[src/rtl/sbt_defs.svh]
// timing and reset constants for the sweep/burst trigger controller
// assumes a 250 MHz system clock
`ifndef SBT_DEFS_SVH
`define SBT_DEFS_SVH
`define SBT_CLK_MHZ 250
`define SBT_PULSE_NS 1100
`define SBT_PULSE_CYC ((`SBT_PULSE_NS * `SBT_CLK_MHZ + 999) / 1000)
`define SBT_BLINK_CYC 32'h0080_0000
`define SBT_SRC_RESET 2'h0
`endif

[src/rtl/sbt_pkg.sv]
// types for the sweep/burst trigger controller
// used by sbt_ctrl and its bench
package sbt_pkg;
    typedef enum logic [1:0] {
        SBT_SRC_IMM = 2'b00,
        SBT_SRC_EXT = 2'b01,
        SBT_SRC_BUS = 2'b10,
        SBT_SRC_TIM = 2'b11
    } sbt_src_t;
    typedef enum logic [1:0] {
        SBT_ST_IDLE = 2'b00,
        SBT_ST_RUN = 2'b01,
        SBT_ST_STOP = 2'b10
    } sbt_st_t;
    typedef struct packed {
        logic trig_out_en;
        logic trig_out_neg;
        logic trig_in_neg;
        logic gate_inv;
    } sbt_pol_t;
endpackage : sbt_pkg

[src/rtl/sbt_ctrl.sv]
// sweep/burst trigger controller: source select, burst cycle count, gate,
// external shift keying and trigger-out on a shared connector
// assumes a single clock; the waveform engine supplies a cycle-end pulse
//
// How it works
// - enabled trigger out gives an edge at each start of a non-external source outside gated and shift keying modes, slope selects polarity
// - immediate or timer source: 50% square wave with period of the interval
// - external source: connector never driven as output
// - bus or manual source: one pulse wider than one microsecond per start
// - immediate source retriggers every interval while active
// - external source: one start per edge of the selected slope
// - manual key starts one run, ignored in remote
// - awaiting key: lamp steady if menu shown or in remote, else blinking
// - bus command starts one run; lamp lit while waiting for it
// - timer source starts a run each programmed period
// - source selection resets to immediate
// - each accepted trigger in sweep mode advances the frequency list
// - triggers only act in sweep or burst operation
// - shift keying: input low selects carrier, high selects hop
// - triggered burst outputs exactly the programmed cycle count
// - gated burst runs while gate true, then finishes cycle and holds phase
// - noise in gated burst stops on the first clock after gate false
// - triggers during a running burst are ignored
// - gate polarity selectable; manual key ignored in gated mode
`timescale 1ns/10ps
`include "sbt_defs.svh"
module sbt_ctrl (
    // clock and reset
    input wire logic clk_in,
    input wire logic resetn_in,
    // configuration
    input wire logic active_in,
    input wire logic sweep_mode_in,
    input wire logic gated_burst_select_in,
    input wire logic external_shift_keying_select_in,
    input wire logic noise_in,
    input wire logic remote_in,
    input wire logic menu_shown_in,
    input wire logic src_load_in,
    input wire logic [1:0] trigger_source_select_in,
    input wire sbt_pkg::sbt_pol_t pol_in,
    input wire logic [31:0] interval_cyc_in,
    input wire logic [31:0] burst_count_in,
    // events
    input wire logic key_press_in,
    input wire logic bus_trig_in,
    input wire logic cycle_end_in,
    input wire logic sweep_done_in,
    // connector
    input wire logic ext_trig_i_in,
    output logic ext_trig_o_out,
    output logic ext_trig_oe_out,
    // engine control
    output logic start_out,
    output logic run_out,
    output logic hold_phase_out,
    output logic list_advance_out,
    output logic hop_select_out,
    output logic key_lamp_out,
    output logic [1:0] source_out
);
    sbt_pkg::sbt_src_t src_r;
    sbt_pkg::sbt_st_t st_r, st_nxt;
    logic sync1_r, sync2_r, sync3_r;
    logic [31:0] tmr_r, ncyc_r, pulse_r, blink_r;
    logic sq_r, pulse_on_r, blink_ph_r, start_r, list_r;
    logic gate_r;

    // synchroniser and edge detect
    always_ff @(posedge clk_in or negedge resetn_in) begin
        if (!resetn_in) begin
            sync1_r <= 1'b0;
            sync2_r <= 1'b0;
            sync3_r <= 1'b0;
        end else begin
            sync1_r <= ext_trig_i_in;
            sync2_r <= sync1_r;
            sync3_r <= sync2_r;
        end
    end

    wire rise_w = sync2_r & ~sync3_r;
    wire fall_w = ~sync2_r & sync3_r;
    wire ext_edge_w = pol_in.trig_in_neg ? fall_w : rise_w;
    wire gate_true_w = sync2_r ^ pol_in.gate_inv;
    wire gated_w = gated_burst_select_in & ~sweep_mode_in;
    wire busy_w = (st_r != sbt_pkg::SBT_ST_IDLE);
    wire tick_w = (tmr_r == 32'h0000_0000);
    wire periodic_w = (src_r == sbt_pkg::SBT_SRC_IMM) | (src_r == sbt_pkg::SBT_SRC_TIM);
    wire key_ok_w = key_press_in & ~remote_in & ~gated_w;
    wire trig_w = active_in & ~gated_w & ~busy_w & (
        (periodic_w & tick_w) |
        ((src_r == sbt_pkg::SBT_SRC_EXT) & ext_edge_w) |
        ((src_r == sbt_pkg::SBT_SRC_BUS) & (bus_trig_in | key_ok_w)));
    wire last_cyc_w = cycle_end_in & (ncyc_r == 32'h0000_0001);
    wire half_w = (tmr_r == {1'b0, interval_cyc_in[31:1]});

    // source register
    always_ff @(posedge clk_in or negedge resetn_in) begin
        if (!resetn_in) begin
            src_r <= sbt_pkg::sbt_src_t'(`SBT_SRC_RESET);
        end else if (src_load_in) begin
            src_r <= sbt_pkg::sbt_src_t'(trigger_source_select_in);
        end
    end

    // run state
    always_comb begin
        st_nxt = st_r;
        unique case (st_r)
            sbt_pkg::SBT_ST_IDLE: begin
                if (trig_w) begin
                    st_nxt = sbt_pkg::SBT_ST_RUN;
                end else if (active_in & gated_w & gate_true_w) begin
                    st_nxt = sbt_pkg::SBT_ST_RUN;
                end
            end
            sbt_pkg::SBT_ST_RUN: begin
                if (!active_in) begin
                    st_nxt = sbt_pkg::SBT_ST_IDLE;
                end else if (gated_w) begin
                    if (!gate_true_w) begin
                        st_nxt = noise_in ? sbt_pkg::SBT_ST_IDLE : sbt_pkg::SBT_ST_STOP;
                    end
                end else if (sweep_mode_in ? sweep_done_in : last_cyc_w) begin
                    st_nxt = sbt_pkg::SBT_ST_IDLE;
                end
            end
            sbt_pkg::SBT_ST_STOP: begin
                if (cycle_end_in | !active_in) begin
                    st_nxt = sbt_pkg::SBT_ST_IDLE;
                end
            end
            default: st_nxt = sbt_pkg::SBT_ST_IDLE;
        endcase
    end

    // counters
    always_ff @(posedge clk_in or negedge resetn_in) begin
        if (!resetn_in) begin
            st_r <= sbt_pkg::SBT_ST_IDLE;
            tmr_r <= 32'h0000_0000;
            ncyc_r <= 32'h0000_0000;
            start_r <= 1'b0;
            list_r <= 1'b0;
        end else begin
            st_r <= st_nxt;
            start_r <= trig_w;
            list_r <= trig_w & sweep_mode_in;
            if (!active_in | !periodic_w) begin
                tmr_r <= 32'h0000_0000;
            end else if (tick_w) begin
                tmr_r <= interval_cyc_in - 32'h0000_0001;
            end else begin
                tmr_r <= tmr_r - 32'h0000_0001;
            end
            if (trig_w) begin
                ncyc_r <= burst_count_in;
            end else if (cycle_end_in & (ncyc_r != 32'h0000_0000)) begin
                ncyc_r <= ncyc_r - 32'h0000_0001;
            end
        end
    end

    // trigger out square wave and pulse
    always_ff @(posedge clk_in or negedge resetn_in) begin
        if (!resetn_in) begin
            sq_r <= 1'b0;
            pulse_r <= 32'h0000_0000;
            pulse_on_r <= 1'b0;
        end else begin
            if (!periodic_w | !active_in) begin
                sq_r <= 1'b0;
            end else if (trig_w) begin
                sq_r <= 1'b1;
            end else if (half_w) begin
                sq_r <= 1'b0;
            end
            if (trig_w & (src_r == sbt_pkg::SBT_SRC_BUS)) begin
                pulse_r <= 32'(`SBT_PULSE_CYC);
                pulse_on_r <= 1'b1;
            end else if (pulse_r != 32'h0000_0000) begin
                pulse_r <= pulse_r - 32'h0000_0001;
                pulse_on_r <= (pulse_r != 32'h0000_0001);
            end
        end
    end

    // key lamp blinker
    always_ff @(posedge clk_in or negedge resetn_in) begin
        if (!resetn_in) begin
            blink_r <= 32'h0000_0000;
            blink_ph_r <= 1'b0;
        end else if (blink_r == 32'h0000_0000) begin
            blink_r <= `SBT_BLINK_CYC;
            blink_ph_r <= ~blink_ph_r;
        end else begin
            blink_r <= blink_r - 32'h0000_0001;
        end
    end

    // shift keying follows level
    always_ff @(posedge clk_in or negedge resetn_in) begin
        if (!resetn_in) begin
            gate_r <= 1'b0;
        end else begin
            gate_r <= external_shift_keying_select_in & sync2_r;
        end
    end

    wire waiting_w = active_in & ~gated_w & ~busy_w & (src_r == sbt_pkg::SBT_SRC_BUS);
    wire drive_w = pol_in.trig_out_en & active_in & (src_r != sbt_pkg::SBT_SRC_EXT)
        & ~gated_w & ~external_shift_keying_select_in;
    wire level_w = periodic_w ? sq_r : pulse_on_r;

    assign ext_trig_oe_out = drive_w;
    assign ext_trig_o_out = drive_w & (level_w ^ pol_in.trig_out_neg);
    assign start_out = start_r;
    assign run_out = busy_w;
    assign hold_phase_out = ~run_out & ~noise_in & active_in & ~sweep_mode_in;
    assign list_advance_out = list_r;
    assign hop_select_out = gate_r;
    assign key_lamp_out = waiting_w & (menu_shown_in | blink_ph_r | remote_in);
    assign source_out = src_r;

    // checks
    a_ext_no_drive: assert property (@(posedge clk_in) disable iff (!resetn_in)
        (src_r == sbt_pkg::SBT_SRC_EXT) |-> !ext_trig_oe_out)
        else $error("connector driven with external source");
    a_start_follows: assert property (@(posedge clk_in) disable iff (!resetn_in)
        trig_w |=> start_out)
        else $error("start missing after trigger");
    a_busy_ignore: assert property (@(posedge clk_in) disable iff (!resetn_in)
        busy_w |-> !trig_w)
        else $error("trigger accepted while busy");
    a_pulse_width: assert property (@(posedge clk_in) disable iff (!resetn_in)
        $rose(pulse_on_r) |-> pulse_on_r [*8] ##0 (pulse_r > 32'd260))
        else $error("trigger pulse too short");
    a_remote_key: assert property (@(posedge clk_in) disable iff (!resetn_in)
        (remote_in & key_press_in & !bus_trig_in & !ext_edge_w & !tick_w) |-> !trig_w)
        else $error("key accepted in remote");
    a_noise_stop: assert property (@(posedge clk_in) disable iff (!resetn_in)
        ((st_r == sbt_pkg::SBT_ST_RUN) & gated_w & noise_in & active_in & !gate_true_w) |=> !run_out)
        else $error("noise not stopped");
    a_source_reset: assert property (@(posedge clk_in)
        $rose(resetn_in) |-> (src_r == sbt_pkg::SBT_SRC_IMM))
        else $error("source not immediate after reset");
    a_list_step: assert property (@(posedge clk_in) disable iff (!resetn_in)
        (trig_w & sweep_mode_in) |=> list_advance_out)
        else $error("list not advanced");
    a_burst_done: assert property (@(posedge clk_in) disable iff (!resetn_in)
        (run_out & !gated_w & !sweep_mode_in & active_in & last_cyc_w) |=> !run_out)
        else $error("burst overran count");

    // trigger out checks
    a_oe_gated_off: assert property (@(posedge clk_in) disable iff (!resetn_in)
        (gated_w | external_shift_keying_select_in) |-> !ext_trig_oe_out)
        else $error("connector driven in gated or shift keying mode");
    a_out_start_level: assert property (@(posedge clk_in) disable iff (!resetn_in)
        (start_out & ext_trig_oe_out & !$past(src_load_in)) |-> (ext_trig_o_out == !pol_in.trig_out_neg))
        else $error("trigger out edge of wrong slope at start");
    a_square_high: assert property (@(posedge clk_in) disable iff (!resetn_in)
        (periodic_w & active_in & trig_w) |=> sq_r)
        else $error("square wave not high at start");
    a_square_fall: assert property (@(posedge clk_in) disable iff (!resetn_in)
        (periodic_w & active_in & !trig_w & half_w) |=> !sq_r)
        else $error("square wave not low after half period");
    a_pulse_bus_only: assert property (@(posedge clk_in) disable iff (!resetn_in)
        $rose(pulse_on_r) |-> $past(src_r == sbt_pkg::SBT_SRC_BUS))
        else $error("pulse with wrong source");
    a_timer_period: assert property (@(posedge clk_in) disable iff (!resetn_in)
        (periodic_w & active_in & tick_w) |=> (!active_in || !periodic_w
        || $changed(interval_cyc_in) || (tmr_r == interval_cyc_in - 32'h0000_0001)))
        else $error("interval timer not reloaded");
    a_ext_edge_start: assert property (@(posedge clk_in) disable iff (!resetn_in)
        ((src_r == sbt_pkg::SBT_SRC_EXT) & active_in & !gated_w & !busy_w & ext_edge_w) |=> start_out)
        else $error("external edge not started");

    // lamp and keying checks
    a_lamp_steady: assert property (@(posedge clk_in) disable iff (!resetn_in)
        (waiting_w & menu_shown_in) |-> key_lamp_out)
        else $error("lamp not steady with menu shown");
    a_lamp_off: assert property (@(posedge clk_in) disable iff (!resetn_in)
        !waiting_w |-> !key_lamp_out)
        else $error("lamp lit while not waiting");
    a_key_gated: assert property (@(posedge clk_in) disable iff (!resetn_in)
        gated_w |-> !trig_w)
        else $error("trigger accepted in gated mode");
    a_hop_level: assert property (@(posedge clk_in) disable iff (!resetn_in)
        external_shift_keying_select_in |=> (hop_select_out == $past(sync2_r)))
        else $error("hop select does not follow input level");

    // gate checks
    a_gate_finish: assert property (@(posedge clk_in) disable iff (!resetn_in)
        ((st_r == sbt_pkg::SBT_ST_STOP) & cycle_end_in) |=> (st_r == sbt_pkg::SBT_ST_IDLE))
        else $error("gated stop did not end at cycle end");
    a_hold_idle: assert property (@(posedge clk_in) disable iff (!resetn_in)
        ((st_r == sbt_pkg::SBT_ST_IDLE) & active_in & gated_w & !noise_in) |-> hold_phase_out)
        else $error("start phase not held after gate");

    c_ext_start: cover property (@(posedge clk_in) (src_r == sbt_pkg::SBT_SRC_EXT) && trig_w);
    c_gate_hold: cover property (@(posedge clk_in) st_r == sbt_pkg::SBT_ST_STOP);
    c_bus_pulse: cover property (@(posedge clk_in) $fell(pulse_on_r));
    c_square_run: cover property (@(posedge clk_in) sq_r && periodic_w);
    c_list_step: cover property (@(posedge clk_in) list_advance_out);
endmodule : sbt_ctrl

[config.mk]
export PLATFORM = sky130hd
export DESIGN_NAME = sbt_ctrl
export DESIGN_NICKNAME = d
export VERILOG_FILES = /design/src/rtl/sbt_pkg.sv /design/src/rtl/sbt_ctrl.sv
export VERILOG_INCLUDE_DIRS = /design/src /design/src/rtl
export SDC_FILE = /design/constraint.sdc
export NUM_CORES = 1
export LEC_CHECK = 0
export BUFFER_PORTS_ARGS = -buffer_cell sky130_fd_sc_hd__clkbuf_2
export CORE_MARGIN = 3
export CORE_UTILIZATION = 49
export CTS_CLUSTER_DIAMETER = 120
export DETAILED_ROUTE_END_ITERATION = 8
export PLACE_DENSITY = 0.69
export SYNTH_ARGS = -nofsm -noshare
export SYNTH_HDL_FRONTEND = slang
export SYNTH_SLANG_ARGS = --single-unit
[constraint.sdc]
create_clock -name clk_in -period 5.3 [get_ports clk_in]
set_clock_uncertainty 0.2 [all_clocks]
set_input_delay 0.53 -clock clk_in [delete_from_list [all_inputs] [get_ports clk_in]]
set_output_delay 0.53 -clock clk_in [all_outputs]
set_load 0.02 [all_outputs]
==> results.sh <==
export IMPL_grt_max_degree=97
export IMPL_core_area_mm2=0.01670
export IMPL_hold_path_class="input pin to asynchronous set/reset pin"
export IMPL_yosys_warnings=0
export IMPL_synth_seq_cells=141
export IMPL_cpPeakStageDelay_ps=500
export IMPL_worstReg2RegStart="tmr_r[11]$_DFF_PN0_"
export IMPL_layout_drive_gt1_share_pct=15.44
export IMPL_final_cell_mix="dfrtp_1, nor2_1, clkbuf_2"
export IMPL_drc=0
export IMPL_rsz0062_at_grt="no"
export IMPL_max_cap_violations=0
export IMPL_grt_pass1_wl_um=35580
export IMPL_die_h_um=137.0
export IMPL_setup_violations=0
export IMPL_ir_drop_mv=0.3310
export IMPL_min_period_over_period_pct=83.95
export IMPL_postRouteAntennaNets=0
export IMPL_postCtsHoldBufs=1
export IMPL_wl_um=21320
export IMPL_arrival_ps=4560
export IMPL_core_rowCount=47
export IMPL_finalHoldViolCount=0
export IMPL_startpoint_type="flip-flop"
export IMPL_setup_tns_final_ps=0
export IMPL_root_buffer="clkbuf_16"
export IMPL_io_buffers=94
export IMPL_dr_pass1_iters=5
export IMPL_leakagePower_nw=4.081
export IMPL_clk_latency_ps=420
export IMPL_slew_viol_final=0
export IMPL_r2r_slack_ps=850
export IMPL_vias=7405
export IMPL_r2r_end="tmr_r[28]$_DFF_PN0_"
export IMPL_placed_area_mm2=0.009045
export IMPL_slowest_stage="dfrtp_1"
export IMPL_syn_avg_cell_area_um2=8.876
export IMPL_yosysSeqAreaShare_pct=41.98
export IMPL_grt_use_total_pct=23.63
export IMPL_end_kind="flip-flop"
export IMPL_first_iter_violations=550
export IMPL_ys_top_cells_by_area="dfrtp_1, xor2_1, nor2_1"
export IMPL_synth_flop_cell="dfrtp_1"
export IMPL_tightest_slew_ps=905.5
export IMPL_cts_resized=0
export IMPL_period_minus_slack_ps=4449
export IMPL_clk_pin_slew_ps=60
export IMPL_dp_final_hpwl_um=15090
export IMPL_synth_cell_area_mm2=0.008406
export IMPL_max_freq_ghz=0.2248
export IMPL_synth_top_area_cell="dfrtp_1"
export IMPL_synthArstFlopShare_pct=100.0
export IMPL_p_per_area_mw_per_mm2=592.6
export IMPL_num_fill_cells=1531
export IMPL_worst_path_most_repeated_cell="nand4_1"
export IMPL_fin_nets=1123
export IMPL_grt_pass1_vias=7173
export IMPL_htreeDepth=4
export IMPL_postSynthCellCount=947
export IMPL_avgViaCountPerCell=5.863
export IMPL_antenna_found_initial=0
export IMPL_crit_chain="nor3_1 -> buf_4 -> nand4_1 -> nor3_4 -> a21oi_1 -> ha_1 -> or4b_1 -> or4_1 -> a211oi_1 -> o21ai_1 -> nor2_1 -> nand4_1 -> mux2_2"
export IMPL_initial_core_util_pct=50.33
export IMPL_dieWidth_um=137.0
export IMPL_status="complete, no violations"
export IMPL_cts_made_buffers=17
export IMPL_synth_nets=1040
export IMPL_tritoncts="built"
export IMPL_path_max_fanout=12
export IMPL_r2r_worst_path_cells=13
export IMPL_grt_ovfl_total=0
export IMPL_wl_per_cell_um=16.88
export IMPL_synth_cell_types=70
export IMPL_final_common_cell="dfrtp_1"
export IMPL_synth_top_area_share_pct=41.98
export IMPL_cts_buffer_depth=2
export IMPL_cts_sinks=141
export IMPL_globalplace_congestion=0.9417
export IMPL_antenna_cells=0
export IMPL_synth_edf_count=0
export IMPL_ios=95
export IMPL_synthToLayoutAreaGrowth_pct=14.68
export IMPL_fin_area_mm2=0.009639
export IMPL_critPathRequiredTime_ps=5410
export IMPL_post_cts_repair_setup_buffers=0
export IMPL_fp_dieArea_mm2=0.01876
export IMPL_critPathKind="flip-flop to flip-flop"
export IMPL_slew_headroom_pct=39.63
[Yosys cell counts, drive strengths merged (3+ instances only)]
cell and n:
dfrtp 141, or3 16, a21o 5, nand3 19
or2 8, and2 9, buf 11, a21oi 49
mux2i 3, or4 24, o2111ai 3, ha 8
o31ai 6, nand4 20, xor2 82, o21a 5
a211o 3, nor2b 3, xnor2 38, nand4b 3
nand2b 9, a31oi 9, nor4 50, o211a 3
and4 4, mux2 4, o41ai 6, nand3b 6
nor2 135, nor3 39, nand2 74, a211oi 7
inv 17, clkbuf 28, o21ai 55, nor4b 8
nor3b 7
[metal layers]
metal | track usage [%] | wire, µm | share of wire, % | vias to the layer above
li1 | - | - | - | 3591
met1 | 32.95 | 9604 | 45 | 3556
met2 | 37.00 | 10220 | 48 | 222
met3 | 5.110 | 1129 | 5.3 | 36
met4 | 7.151 | 365 | 1.7 | 0
met5 | 0 | 0 | 0 | -
[sequential cells by signal, summed over array words and instances, names as in the netlist]
register / count
source_out: 2
pulse_on_r: 1
sync1_r: 1
st_r: 2
sync3_r: 1
pulse_r: 32
start_out: 1
sync2_r: 1
blink_r: 32
blink_ph_r: 1
ncyc_r: 32
list_advance_out: 1
sq_r: 1
tmr_r: 32
hop_select_out: 1
[cell families after synthesis]
logic type	count (synthesis)	share of synthesized area, %
fa+ha+maj	8	1.191
buf+inv	57	2.903
simple gates	445	28.04
flops	141	41.98
compound gates	169	12.49
xor+xnor	120	12.50
mux	7	0.8931
[worst max-delay path: cells and delay by family (launching register included)]
family / cells / cell delay, ps
and+or+nand+nor: 7 / 2150
AOI/OAI and AO/OA: 3 / 770
DFF: 1 / 500
muxes: 1 / 300
adders and majority gates: 1 / 250
buffers and inverters: 1 / 170
[metrics by stage]
step | power [mW] | util, % | hold WS (ps) | worst slack, ps | std cells
finish | 5.712 | 57.72 | 23.09 | 850.7 | 1263
global route | 6.184 | 57.72 | 80.57 | 514.4 | 1263
CTS | 5.699 | 57.72 | 49.09 | 955.5 | 1263
detailed placement | 4.469 | 54.16 | 140.5 | 1005 | 1230
global placement | 4.433 | 54.16 | 137.6 | 1134 | 1230
floorplan | 3.845 | - | 34.41 | 1107 | 947
[where the power goes]
group | total [mW] | internal, mW | switching [mW] | leakage [nW]
clock | 1.19 | 0.710 | 0.478 | 0.275
sequential | 1.72 | 1.37 | 0.351 | 1.76
combinational | 2.80 | 1.06 | 1.75 | 2.05
total | 5.71 | 3.14 | 2.57 | 4.08
[final cells by class]
class	instances	area [µm²]	share of cell area, %
well taps	220	275.3	2.856
flip-flops and latches	141	3528	36.60
clock inverters	12	137.6	1.428
inverters	18	67.56	0.7009
clock buffers	20	446.7	4.634
repair buffers	103	546.8	5.672
multi-input cells	749	4637	48.10
[worst max path at each step]
stage,from,end,slack (ps)
floorplan,tmr_r[11]$_DFF_PN0_,tmr_r[22]$_DFF_PN0_,1110
global placement,tmr_r[11]$_DFF_PN0_,tmr_r[28]$_DFF_PN0_,1130
detailed placement,tmr_r[11]$_DFF_PN0_,tmr_r[28]$_DFF_PN0_,1010
CTS,tmr_r[11]$_DFF_PN0_,tmr_r[28]$_DFF_PN0_,960
global route,tmr_r[11]$_DFF_PN0_,tmr_r[20]$_DFF_PN0_,510
finish,tmr_r[11]$_DFF_PN0_,tmr_r[28]$_DFF_PN0_,850
(Power assumes the default switching activity.)
